--- config.mk ---
export PLATFORM = sky130hd
export DESIGN_NAME = hwd_top
export DESIGN_NICKNAME = d
export VERILOG_FILES = /design/src/verilog/hwd_pkg.sv /design/src/verilog/hwd_wdog_cnt.sv /design/src/verilog/hwd_top.sv
export SDC_FILE = /design/constraint.sdc
export NUM_CORES = 1
export LEC_CHECK = 0
export ABC_CLOCK_PERIOD_IN_PS = 2700
export BUFFER_PORTS_ARGS = -buffer_cell sky130_fd_sc_hd__clkbuf_2
export CAP_MARGIN = 20
export CORE_UTILIZATION = 48
export DETAILED_ROUTE_END_ITERATION = 10
export GPL_TIMING_DRIVEN = 0
export PLACE_DENSITY_LB_ADDON = 0.1
export SYNTH_ARGS = -nofsm -noshare
export SYNTH_HDL_FRONTEND = slang
export SYNTH_SLANG_ARGS = --single-unit
--- constraint.sdc ---
create_clock -name aclk -period 2.7 [get_ports aclk]
set_input_delay 0.135 -clock aclk [delete_from_list [all_inputs] [get_ports aclk]]
set_output_delay 0.135 -clock aclk [all_outputs]
set_load 0.005 [all_outputs]
--- src/verilog/hwd_pkg.sv ---
`default_nettype none
package hwd_pkg;
  // Register byte offsets
  localparam logic [7:0] WDOG_CTRL_OFS = 8'h00;
  localparam logic [7:0] RST_CTRL_OFS = 8'h04;
  localparam logic [7:0] STATUS_OFS = 8'h08;
  localparam logic [7:0] MODE_CTRL_OFS = 8'h0C;
  localparam logic [7:0] WAKE_MASK_OFS = 8'h10;
  // Reset values
  localparam logic [7:0] WDOG_CTRL_RST = 8'h53;
  localparam logic [7:0] RST_CTRL_RST = 8'h00;
  localparam logic [7:0] WAKE_MASK_RST = 8'h00;
  localparam logic IDLE_ENABLE_RST = 1'b1;
  // Field positions
  localparam int CODE_MSB = 7;
  localparam int CODE_LSB = 3;
  localparam int SEL_MSB = 2;
  localparam int KEEP_BIT = 7;
  localparam int LOW_SUPPLY_BIT = 2;
  localparam int BAD_THR_BIT = 1;
  localparam int BAD_CODE_BIT = 0;
  localparam int PD_BIT = 0;
  localparam int TO_BIT = 1;
  localparam int MODE_LSB = 2;
  localparam int MODE_MSB = 6;
  localparam int IDLE_EN_BIT = 0;
  // Enable codes
  localparam logic [4:0] CODE_OFF = 5'h15;
  localparam logic [4:0] CODE_ON = 5'h0A;
  // AXI responses
  localparam logic [1:0] RESP_OKAY = 2'h0;
  localparam logic [1:0] RESP_SLVERR = 2'h2;
  // Timing
  localparam int CLK_HZ = 100000000;
  localparam int SLOW_OSC_HZ = 32000;
  localparam int SLOW_DIV = CLK_HZ / SLOW_OSC_HZ;
  localparam logic [11:0] SLOW_DIV_LAST = 12'(SLOW_DIV - 1);
  localparam logic [1:0] BAD_CODE_TICKS = 2'h3;
  // Power modes
  typedef enum logic [4:0] {
    mode_run = 5'h01,
    mode_sleep0 = 5'h02,
    mode_deep = 5'h04,
    mode_idle_clock_stopped = 5'h08,
    mode_idle_clock_running = 5'h10
  } hwd_mode_t;
  // Watchdog period in slow clock ticks
  function automatic logic [18:0] hwd_period(input logic [2:0] sel);
    case (sel)
      3'h0: hwd_period = 19'h00100;
      3'h1: hwd_period = 19'h00400;
      3'h2: hwd_period = 19'h01000;
      3'h3: hwd_period = 19'h04000;
      3'h4: hwd_period = 19'h08000;
      3'h5: hwd_period = 19'h10000;
      3'h6: hwd_period = 19'h20000;
      default: hwd_period = 19'h40000;
    endcase
  endfunction
endpackage
`default_nettype wire

--- src/verilog/hwd_wdog_cnt.sv ---
`timescale 1ns/10ps
`default_nettype none
module hwd_wdog_cnt (
  // Clock and reset
  input wire logic aclk,
  input wire logic aresetn,
  // Control
  input wire logic slow_tick,
  input wire logic run,
  input wire logic clear,
  input wire logic [2:0] period_sel,
  // Overflow pulse
  output logic ovf
);
  logic [18:0] cnt_r;
  logic [18:0] last;

  always_comb begin
    last = 19'(hwd_pkg::hwd_period(period_sel) - 19'h00001);
  end

  always_ff @(posedge aclk) begin
    if (!aresetn || clear) begin
      cnt_r <= 19'h00000;
      ovf <= 1'b0;
    end else if (run && slow_tick) begin
      ovf <= (cnt_r >= last);
      cnt_r <= (cnt_r >= last) ? 19'h00000 : 19'(cnt_r + 19'h00001);
    end else begin
      ovf <= 1'b0;
    end
  end
endmodule
`default_nettype wire

--- src/verilog/hwd_top.sv ---
`timescale 1ns/10ps
`default_nettype none
module hwd_top (
  // Clock and reset
  input wire logic aclk,
  input wire logic aresetn,
  // AXI4-Lite write
  input wire logic [7:0] awaddr,
  input wire logic awvalid,
  output logic awready,
  input wire logic [31:0] wdata,
  input wire logic [3:0] wstrb,
  input wire logic wvalid,
  output logic wready,
  output logic [1:0] bresp,
  output logic bvalid,
  input wire logic bready,
  // AXI4-Lite read
  input wire logic [7:0] araddr,
  input wire logic arvalid,
  output logic arready,
  output logic [31:0] rdata,
  output logic [1:0] rresp,
  output logic rvalid,
  input wire logic rready,
  // CPU side
  input wire logic halt_exec,
  input wire logic wdog_clr_exec,
  input wire logic irq_req,
  input wire logic irq_enabled,
  input wire logic stack_full,
  // Port A and supply monitors
  input wire logic [7:0] port_a,
  input wire logic lvd_on,
  input wire logic low_supply_evt,
  input wire logic bad_threshold_evt,
  // Clock gating and resets
  output logic sys_clk_en,
  output logic tbc_clk_en,
  output logic wdog_clk_en,
  output logic cpu_halted,
  output logic resume_pulse,
  output logic irq_take,
  output logic pc_sp_reset,
  output logic mcu_reset,
  output logic powerdown_flag,
  output logic wdog_expired_flag
);
  hwd_pkg::hwd_mode_t mode_r;
  hwd_pkg::hwd_mode_t mode_nxt;
  logic [7:0] wdog_ctrl_r;
  logic idle_clock_keep_r;
  logic low_supply_flag_r;
  logic bad_threshold_flag_r;
  logic bad_code_flag_r;
  logic idle_enable_r;
  logic [7:0] pin_wake_mask_r;
  logic [7:0] port_prev_r;
  logic irq_block_r;
  logic [11:0] div_r;
  logic slow_tick;
  logic [1:0] bad_cnt_r;
  logic [4:0] code;
  logic wdog_en;
  logic code_bad;
  logic bad_fire;
  logic ovf;
  logic halt_go;
  logic port_fall;
  logic irq_wake;
  logic wake;
  logic wd_clear;
  logic wr_go;
  logic rd_go;
  logic wr_ctrl;
  logic [7:0] wb;
  logic [7:0] rd_byte;
  logic rd_hit;
  assign code = wdog_ctrl_r[hwd_pkg::CODE_MSB:hwd_pkg::CODE_LSB];
  assign wdog_en = (code == hwd_pkg::CODE_ON);
  assign code_bad = (code != hwd_pkg::CODE_ON) && (code != hwd_pkg::CODE_OFF);
  assign halt_go = halt_exec && (mode_r == hwd_pkg::mode_run);
  assign port_fall = |(port_prev_r & ~port_a & pin_wake_mask_r);
  assign irq_wake = irq_req && !irq_block_r;
  assign wake = (mode_r != hwd_pkg::mode_run) && (port_fall || irq_wake || ovf);
  assign bad_fire = code_bad && slow_tick && (bad_cnt_r == 2'(hwd_pkg::BAD_CODE_TICKS - 2'h1));
  assign wd_clear = wdog_clr_exec || halt_go || bad_fire;
  // Clock enables per mode
  assign sys_clk_en = (mode_r == hwd_pkg::mode_run) || (mode_r == hwd_pkg::mode_idle_clock_running);
  assign tbc_clk_en = (mode_r == hwd_pkg::mode_run) || (mode_r == hwd_pkg::mode_idle_clock_stopped)
    || (mode_r == hwd_pkg::mode_idle_clock_running);
  assign wdog_clk_en = (mode_r != hwd_pkg::mode_sleep0);
  assign cpu_halted = (mode_r != hwd_pkg::mode_run);
  // Slow oscillator tick
  always_ff @(posedge aclk) begin
    if (!aresetn) begin
      div_r <= 12'h000;
    end else begin
      div_r <= (div_r == hwd_pkg::SLOW_DIV_LAST) ? 12'h000 : 12'(div_r + 12'h001);
    end
  end
  assign slow_tick = (div_r == hwd_pkg::SLOW_DIV_LAST);
  hwd_wdog_cnt u_cnt (
    .aclk(aclk),
    .aresetn(aresetn),
    .slow_tick(slow_tick),
    .run(wdog_en && wdog_clk_en),
    .clear(wd_clear),
    .period_sel(wdog_ctrl_r[hwd_pkg::SEL_MSB:0]),
    .ovf(ovf)
  );
  // Mode selection
  always_comb begin
    mode_nxt = mode_r;
    case (mode_r)
      hwd_pkg::mode_run: begin
        if (halt_go) begin
          if (idle_enable_r) begin
            mode_nxt = idle_clock_keep_r ? hwd_pkg::mode_idle_clock_running : hwd_pkg::mode_idle_clock_stopped;
          end else if (wdog_en || lvd_on) begin
            mode_nxt = hwd_pkg::mode_deep;
          end else begin
            mode_nxt = hwd_pkg::mode_sleep0;
          end
        end
      end
      hwd_pkg::mode_sleep0, hwd_pkg::mode_deep, hwd_pkg::mode_idle_clock_stopped, hwd_pkg::mode_idle_clock_running: begin
        if (wake) begin
          mode_nxt = hwd_pkg::mode_run;
        end
      end
      default: mode_nxt = hwd_pkg::mode_run;
    endcase
  end
  always_ff @(posedge aclk) begin
    if (!aresetn || mcu_reset) begin
      mode_r <= hwd_pkg::mode_run;
    end else begin
      mode_r <= mode_nxt;
    end
  end
  // Wake source edges and pending interrupt block
  always_ff @(posedge aclk) begin
    if (!aresetn) begin
      port_prev_r <= 8'h00;
      irq_block_r <= 1'b0;
    end else begin
      port_prev_r <= port_a;
      if (halt_go) begin
        irq_block_r <= irq_req;
      end else if (!irq_req) begin
        irq_block_r <= 1'b0;
      end
    end
  end
  // Wake actions and resets
  always_ff @(posedge aclk) begin
    if (!aresetn) begin
      resume_pulse <= 1'b0;
      irq_take <= 1'b0;
      pc_sp_reset <= 1'b0;
      mcu_reset <= 1'b0;
    end else begin
      pc_sp_reset <= wake && ovf;
      resume_pulse <= wake && !ovf && (port_fall || !irq_enabled || stack_full);
      irq_take <= wake && !ovf && !port_fall && irq_enabled && !stack_full;
      mcu_reset <= bad_fire || (ovf && (mode_r == hwd_pkg::mode_run));
    end
  end
  // Illegal code delay
  always_ff @(posedge aclk) begin
    if (!aresetn || !code_bad) begin
      bad_cnt_r <= 2'h0;
    end else if (slow_tick) begin
      bad_cnt_r <= bad_fire ? 2'h0 : 2'(bad_cnt_r + 2'h1);
    end
  end
  // Status flags
  always_ff @(posedge aclk) begin
    if (!aresetn) begin
      powerdown_flag <= 1'b0;
      wdog_expired_flag <= 1'b0;
    end else begin
      if (halt_go) begin
        powerdown_flag <= 1'b1;
      end else if (wdog_clr_exec) begin
        powerdown_flag <= 1'b0;
      end
      if (ovf) begin
        wdog_expired_flag <= 1'b1;
      end else if (halt_go) begin
        wdog_expired_flag <= 1'b0;
      end
    end
  end
  // AXI4-Lite write channel
  assign awready = awvalid && wvalid && !bvalid;
  assign wready = awready;
  assign wr_go = awready;
  assign wb = wstrb[0] ? wdata[7:0] : 8'h00;
  assign wr_ctrl = wr_go && wstrb[0] && (awaddr == hwd_pkg::RST_CTRL_OFS);
  always_ff @(posedge aclk) begin
    if (!aresetn) begin
      bvalid <= 1'b0;
      bresp <= hwd_pkg::RESP_OKAY;
    end else if (wr_go) begin
      bvalid <= 1'b1;
      bresp <= (awaddr == hwd_pkg::WDOG_CTRL_OFS || awaddr == hwd_pkg::RST_CTRL_OFS
        || awaddr == hwd_pkg::STATUS_OFS || awaddr == hwd_pkg::MODE_CTRL_OFS
        || awaddr == hwd_pkg::WAKE_MASK_OFS) ? hwd_pkg::RESP_OKAY : hwd_pkg::RESP_SLVERR;
    end else if (bready) begin
      bvalid <= 1'b0;
    end
  end
  // Watchdog control register
  always_ff @(posedge aclk) begin
    if (!aresetn || mcu_reset) begin
      wdog_ctrl_r <= hwd_pkg::WDOG_CTRL_RST;
    end else if (wr_go && wstrb[0] && awaddr == hwd_pkg::WDOG_CTRL_OFS) begin
      wdog_ctrl_r <= wb;
    end
  end
  // Reset flag register, flags survive internal resets
  always_ff @(posedge aclk) begin
    if (!aresetn) begin
      idle_clock_keep_r <= hwd_pkg::RST_CTRL_RST[hwd_pkg::KEEP_BIT];
      low_supply_flag_r <= hwd_pkg::RST_CTRL_RST[hwd_pkg::LOW_SUPPLY_BIT];
      bad_threshold_flag_r <= hwd_pkg::RST_CTRL_RST[hwd_pkg::BAD_THR_BIT];
      bad_code_flag_r <= hwd_pkg::RST_CTRL_RST[hwd_pkg::BAD_CODE_BIT];
    end else begin
      if (wr_ctrl) begin
        idle_clock_keep_r <= wb[hwd_pkg::KEEP_BIT];
      end
      if (low_supply_evt) begin
        low_supply_flag_r <= 1'b1;
      end else if (wr_ctrl && !wb[hwd_pkg::LOW_SUPPLY_BIT]) begin
        low_supply_flag_r <= 1'b0;
      end
      if (bad_threshold_evt) begin
        bad_threshold_flag_r <= 1'b1;
      end else if (wr_ctrl && !wb[hwd_pkg::BAD_THR_BIT]) begin
        bad_threshold_flag_r <= 1'b0;
      end
      if (bad_fire) begin
        bad_code_flag_r <= 1'b1;
      end else if (wr_ctrl && !wb[hwd_pkg::BAD_CODE_BIT]) begin
        bad_code_flag_r <= 1'b0;
      end
    end
  end
  // Mode control and wake mask
  always_ff @(posedge aclk) begin
    if (!aresetn) begin
      idle_enable_r <= hwd_pkg::IDLE_ENABLE_RST;
      pin_wake_mask_r <= hwd_pkg::WAKE_MASK_RST;
    end else if (wr_go && wstrb[0]) begin
      if (awaddr == hwd_pkg::MODE_CTRL_OFS) begin
        idle_enable_r <= wb[hwd_pkg::IDLE_EN_BIT];
      end
      if (awaddr == hwd_pkg::WAKE_MASK_OFS) begin
        pin_wake_mask_r <= wb;
      end
    end
  end
  // AXI4-Lite read channel
  assign arready = !rvalid;
  assign rd_go = arvalid && arready;
  always_comb begin
    rd_byte = 8'h00;
    rd_hit = 1'b1;
    case (araddr)
      hwd_pkg::WDOG_CTRL_OFS: rd_byte = wdog_ctrl_r;
      hwd_pkg::RST_CTRL_OFS: rd_byte = {idle_clock_keep_r, 4'h0, low_supply_flag_r,
        bad_threshold_flag_r, bad_code_flag_r};
      hwd_pkg::STATUS_OFS: rd_byte = {1'b0, mode_r, wdog_expired_flag, powerdown_flag};
      hwd_pkg::MODE_CTRL_OFS: rd_byte = {7'h00, idle_enable_r};
      hwd_pkg::WAKE_MASK_OFS: rd_byte = pin_wake_mask_r;
      default: rd_hit = 1'b0;
    endcase
  end
  always_ff @(posedge aclk) begin
    if (!aresetn) begin
      rvalid <= 1'b0;
      rdata <= 32'h00000000;
      rresp <= hwd_pkg::RESP_OKAY;
    end else if (rd_go) begin
      rvalid <= 1'b1;
      rdata <= {24'h000000, rd_byte};
      rresp <= rd_hit ? hwd_pkg::RESP_OKAY : hwd_pkg::RESP_SLVERR;
    end else if (rready) begin
      rvalid <= 1'b0;
    end
  end
endmodule
`default_nettype wire

=== After elaboration in Yosys (flattened, before gate mapping) ===
Cells that the tools add are included.

* Register bits: 89
* Latch bits: 0
* Memory bits (writable): 0
* Bits in read-only memories: 0
* Bits of input ports: 75
* Output and inout port bits: 51
* Word-level logic and storage cells: 166
* Memories: 0

* Add/subtract/negate cells: 4
* Multipliers: 0
* Div/mod/pow operators: 0
* Magnitude comparators: 1
* Equal/unequal tests: 29
* Shift-type cells: 0
* Muxes and demuxes: 30
* Bitwise operators: 5
* Reduce and logical (&&, ||, !) cells: 72

{| class="wikitable"
|+ Operator list
! kind !! number
|-
| 19-bit case mux with 7 select lines || 1
|-
| 8-bit case mux with 5 select lines || 1
|-
| 8-bit by 4-bit == test with 1-bit output, second input constant || 4
|-
| 1-bit logical AND || 24
|-
| 5-bit two-way mux || 4
|-
| 19-bit by 1-bit adder with 19-bit output, second input constant || 1
|-
| 19-bit >= comparator || 1
|-
| 19-bit two-way mux || 1
|-
| 19-bit by 1-bit subtractor with 19-bit output, second input constant || 1
|-
| 1-bit logical OR || 18
|-
| 1-bit two-way mux || 17
|-
| 8-bit AND || 2
|-
| 8-bit by 3-bit == test with 1-bit output, second input constant || 2
|-
| 8-bit by 5-bit == test with 1-bit output, second input constant || 2
|-
| 8-bit zero test || 2
|-
| 2-bit nonzero test || 7
|-
| 12-bit by 1-bit adder with 12-bit output, second input constant || 1
|-
| 12-bit == test, second input constant || 1
|-
| 1-bit zero test || 12
|-
| 5-bit by 4-bit == test with 1-bit output, second input constant || 2
|-
| 5-bit case mux with 2 select lines || 1
|-
| 3-bit == test, second input constant || 3
|-
| 8-bit two-way mux || 1
|-
| 8-bit NOT || 1
|-
| 23 further kinds || 31
|}

=== Longest topological paths before layout ===
* Depth in word-level cells: 11
* Depth in mapped cells: 16
* Mapped depth without buffers: 14

=== Hierarchy ===
Synthesis repeated with hierarchy kept, for this count alone.

* Cell total of the unflattened synthesis: 532
* Area, all modules: 4533.1 um2

{| class="wikitable"
|+ Modules (own cells, without submodules)
! module !! instances !! cells an instance !! area each (um2) !! seq. area each (um2)
|-
| hwd_top || 1 || 370 || 3210.6 || 1341.3
|-
| hwd_wdog_cnt || 1 || 162 || 1322.5 || 400.4
|}

=== Least setup slack after synthesis ===
OpenSTA, ideal clock, no wires.

* Kind: reg2reg
* Start point: reg wdog_ctrl_r[0]
* End point: reg u_cnt.cnt_r[10]
* Library setup time: 0.130 ns
* Arrival time: 2.778 ns
* Required time: 2.570 ns
* Path slack: -0.208 ns
* Cell stages (with the launch flop): 16
* Path buffers: 2
* Period minus slack after synthesis: 2.908 ns
* Path through: dfxtp_1 -> clkbuf_1 -> or3_1 -> ha_1 -> inv_1 -> and3_1 -> a21oi_1 -> nor2_1 -> a31oi_1 -> ha_1 -> nand2_1 -> nor2_1 -> o311ai_0 -> a21oi_2 -> buf_2 -> nor3_1

* Longest elaborated chain between the ends: 5
* Elaborated cells on any way between the ends: 11
* Those cells by class: 1 x add/sub; 1 x order compare; 6 x eq/ne; 2 x mux; 1 x reduce/logical

{| class="wikitable"
|+ RTL lines
! what !! RTL line !! text
|-
| start: declaration || hwd_top.sv:51 || <nowiki>logic [7:0] wdog_ctrl_r;</nowiki>
|-
| start signal: assignment || hwd_top.sv:218 || <nowiki>wdog_ctrl_r <= hwd_pkg::WDOG_CTRL_RST;</nowiki>
|-
| start signal: assignment || hwd_top.sv:220 || <nowiki>wdog_ctrl_r <= wb;</nowiki>
|-
| 3-bit == test (tied with other cells) || hwd_pkg.sv:49 || <nowiki>case (sel)</nowiki>
|-
| 19-bit case mux with 7 select lines * || hwd_pkg.sv:49 ||
|-
| 19-bit by 1-bit subtractor with 19-bit output * || hwd_wdog_cnt.sv:19 || <nowiki>last = 19'(hwd_pkg::hwd_period(period_sel) - 19'h00001);</nowiki>
|-
| 19-bit >= comparator * || hwd_wdog_cnt.sv:28 || <nowiki>cnt_r <= (cnt_r >= last) ? 19'h00000 : 19'(cnt_r + 19'h00001);</nowiki>
|-
| 19-bit two-way mux * || hwd_wdog_cnt.sv:28 ||
|-
| end signal: assignment || hwd_wdog_cnt.sv:28 ||
|-
| end: declaration || hwd_wdog_cnt.sv:15 || <nowiki>logic [18:0] cnt_r;</nowiki>
|}

Every way passes the cells marked *; elsewhere a longest branch is shown, timed or not.
A chain may end at the register's enable or synchronous reset.

=== Worst setup path in the final report ===
* Start point: reg wdog_ctrl_r[0]
* End point: reg u_cnt.cnt_r[12]

Same word-level chain as after synthesis.

==> flow_summary.json <==
{
  "num_vias": 4076,
  "yosysMostFrequentCell": "dfxtp_1",
  "cts.htree.levels": 3,
  "max-vdd-ir-drop_mv": 0.256,
  "post-route-min-period_ns": 2.59,
  "hold_viol": 0,
  "netlist_area_sq_um": 4550,
  "die_h_um": 99.4,
  "synth_edf_count": 0,
  "critPathTopFamily": "simple AND/OR/NAND/NOR gates",
  "yosys-top-cells-area": "dfxtp_1 38%, buf_4 4.5%, ha_1 4.4%",
  "skew_ns": 0.0186,
  "max_freq_mhz": 385,
  "die_area_sq_um": 9880,
  "drc": 0,
  "multiInputGateArea_sq_um": 2620,
  "syn-instance-count": 532,
  "period_share_pct": 96.1,
  "grt_max_degree": 18,
  "start_util_pct": 49.5,
  "overflow": 0,
  "ios": 126,
  "slew_violations": 0,
  "path_clk_slew_ns": 0.10,
  "max-cap-violations": 0,
  "place.gp.congestion": 0.903,
  "rsz0062_at_grt": "yes",
  "post_drt_wl_per_cell_um": 14.2,
  "dr.pass1.iters": 7,
  "clockRootBuffer": "clkbuf_8",
  "start_kind": "flop",
  "core_sq_um": 9200,
  "worst_pin_slew_ns": 0.877,
  "dieWidth_um": 99.4,
  "clock_latency_ns": 0.37,
  "ff2ff_setup_slack_ns": 0.11,
  "viasPerCell": 5.29,
  "syn_to_final_growth_pct": 22.3,
  "relSlewSlack_pct": 41.0,
  "cellLeakagePower_uw": 0.00225,
  "arrival_ns": 2.88,
  "critical_path_required_ns": 2.98,
  "met3_usage_pct": 3.72,
  "crit_slowest_cell": "or3_4",
  "drtAntennaViolNets": 0,
  "placed_cell_area_sq_um": 5190,
  "n_antenna_cell": 0,
  "worstPathCellList": "or3_4 -> ha_4 -> inv_2 -> and3_1 -> a21oi_1 -> nor2_1 -> a31oi_1 -> ha_1 -> a21oi_1 -> o21ai_0 -> a21oi_2 -> a21oi_4 -> buf_6 -> nor3_1",
  "ys_types": 64,
  "grt_pass1_wl_mm": 17.9,
  "grt_pass1_vias": 3843,
  "hpwlAfterDp_mm": 8.32,
  "cts_made_buffers": 9,
  "drt_iter0_drc": 106,
  "cts_tree": "done",
  "final_nets": 745,
  "final_area_sq_um": 5570,
  "drive_above_1_share_pct": 22.8,
  "regArea_sq_um": 1750,
  "antenna_found_initial": 0,
  "grtUsageMet1_pct": 27.6,
  "ys_seq_elements": 87,
  "crit_top_cell": "a21oi_1",
  "ys_seq_area_share_pct": 38.2,
  "status": "finished clean",
  "synth_common_cells": "87 x dfxtp_1, 51 x nand2_1, 30 x nor3_1",
  "synth_area_leader_cell": "dfxtp_1",
  "rows": 35,
  "synth_top_area_share_pct": 38.2,
  "nFillCells": 830,
  "crit_buf_inv": 2,
  "p_per_area_nw_per_um2": 431,
  "routed_wl_mm": 10.9,
  "finalSetupTns_ns": 0,
  "synth_ff_type": "dfxtp_1",
  "slowest_delay_ns": 0.40,
  "gr-max-usage-layer": "met2",
  "yosysWarnings": 0,
  "setup_viol": 0,
  "io_buffers": 72,
  "cts.sinks": 87,
  "worstSetupEndpointType": "flop",
  "critical_path_class": "flop to flop",
  "async_flop_share_pct": 0,
  "avgSynthCellArea_sq_um": 8.56,
  "grt.met2_usage_pct": 40.4,
  "hold_path_class": "primary input to flop",
  "path_max_fanout": 10,
  "grt_usage_pct": 22.7,
  "cts_max_path_buffers": 2
}
## per-stage QoR
step	power, uW	worst slack [ns]	hold slack [ns]	util [%]	cells
2_1_floorplan	1470	0.0192	0.257	-	557
5_1_grt	2520	0.000455	0.0154	60.6	770
4_1_cts	2430	0.00687	0.000704	60.2	768
3_3_place_gp	1560	-0.376	0.349	56.4	740
6_report	2400	0.105	0.00948	60.6	770
3_5_place_dp	1570	-0.380	0.353	56.4	741
## area by class of cell
type	count	area share, %
plain buffers	49	5.57
clock buffers	9	2.22
clock inverters	7	1.08
inverters	14	0.943
multi-input cells	405	47.0
flip-flops and latches	87	31.4
well taps	111	2.49
repair buffers	88	9.30
## layer usage
| layer | part of all wire (%) | wire [um] |
|---|---|---|
| met4 | 1.7 | 189 |
| met3 | 3.3 | 363 |
| met2 | 50 | 5500 |
| met1 | 45 | 4880 |
| met5 | 0 | 0 |
## cells in the final DEF (no fill, tap or decap), types with 15 or more instances in the layout
master | synthesis | routed
a21oi_1 | 23 | 22
buf_4 | 27 | 30
clkbuf_1 | 21 | 18
clkbuf_2 | 0 | 72
conb_1 | 2 | 27
dfxtp_1 | 87 | 84
ha_1 | 16 | 15
nand2_1 | 51 | 51
nand3_1 | 23 | 23
nor2_1 | 26 | 25
nor2b_1 | 17 | 17
nor3_1 | 30 | 27
nor4_1 | 15 | 15
o21ai_0 | 17 | 17
xnor2_1 | 18 | 18
## repair_timing
item	CTS	global route
pin swaps	1	1
endpoints found under the setup margin	19	19
gates resized for setup	9	7
endpoints found under the hold margin	11	0
hold buffers	11	0
setup buffers	2	2
## worst register-to-register path: stages (launching register included)
cell	delay, ns
dfxtp_4	0.35
or3_4	0.40
ha_4	0.19
inv_2	0.07
and3_1	0.15
a21oi_1	0.04
nor2_1	0.09
a31oi_1	0.05
ha_1	0.29
a21oi_1	0.14
o21ai_0	0.11
a21oi_2	0.19
a21oi_4	0.10
buf_6	0.16
nor3_1	0.18
## power by group
group | leakage, uW | total, uW | internal (uW) | switching, uW
Clock | 0.0000916 | 856 | 352 | 503
Combinational | 0.00145 | 231 | 116 | 115
Sequential | 0.000706 | 1320 | 1300 | 13.7
## cells by family after synthesis
kind of cell / count (synthesis) / share of synthesized area (%)
buffers and inverters: 65 / 7.77
muxes: 13 / 2.88
adders and majority gates: 16 / 4.40
xor gates and xnor gates: 28 / 5.38
DFF: 87 / 38.2
AOI/OAI and AO/OA: 79 / 11.7
and+or+nand+nor: 242 / 29.4
other: 2 / 0.165
## worst paths after layout
| kind | startpoint | to | cells past startpoint |
|---|---|---|---|
| setup reg to reg | wdog_ctrl_r[0]$_SDFFE_PP1P_ | u_cnt.cnt_r[12]$_SDFFE_PP0P_ | 14 |
| hold reg to reg | rdata[3]$_SDFFE_PN0P_ | rdata[3]$_SDFFE_PN0P_ | 2 |
| setup / recovery | wdog_ctrl_r[0]$_SDFFE_PP1P_ | u_cnt.cnt_r[12]$_SDFFE_PP0P_ | 14 |
| hold / removal | arvalid | rvalid$_SDFFE_PN0P_ | 2 |
## registers in the layout (all words and copies together) (netlist names), 2 cells and up
register and count:
bad_cnt_r 2, div_r 12, mode_r 5, pin_wake_mask_r 8, port_prev_r 8, rdata 8, u_cnt.cnt_r 19, wdog_ctrl_r 8
No activity file was read; power rests on OpenSTA's default activity.
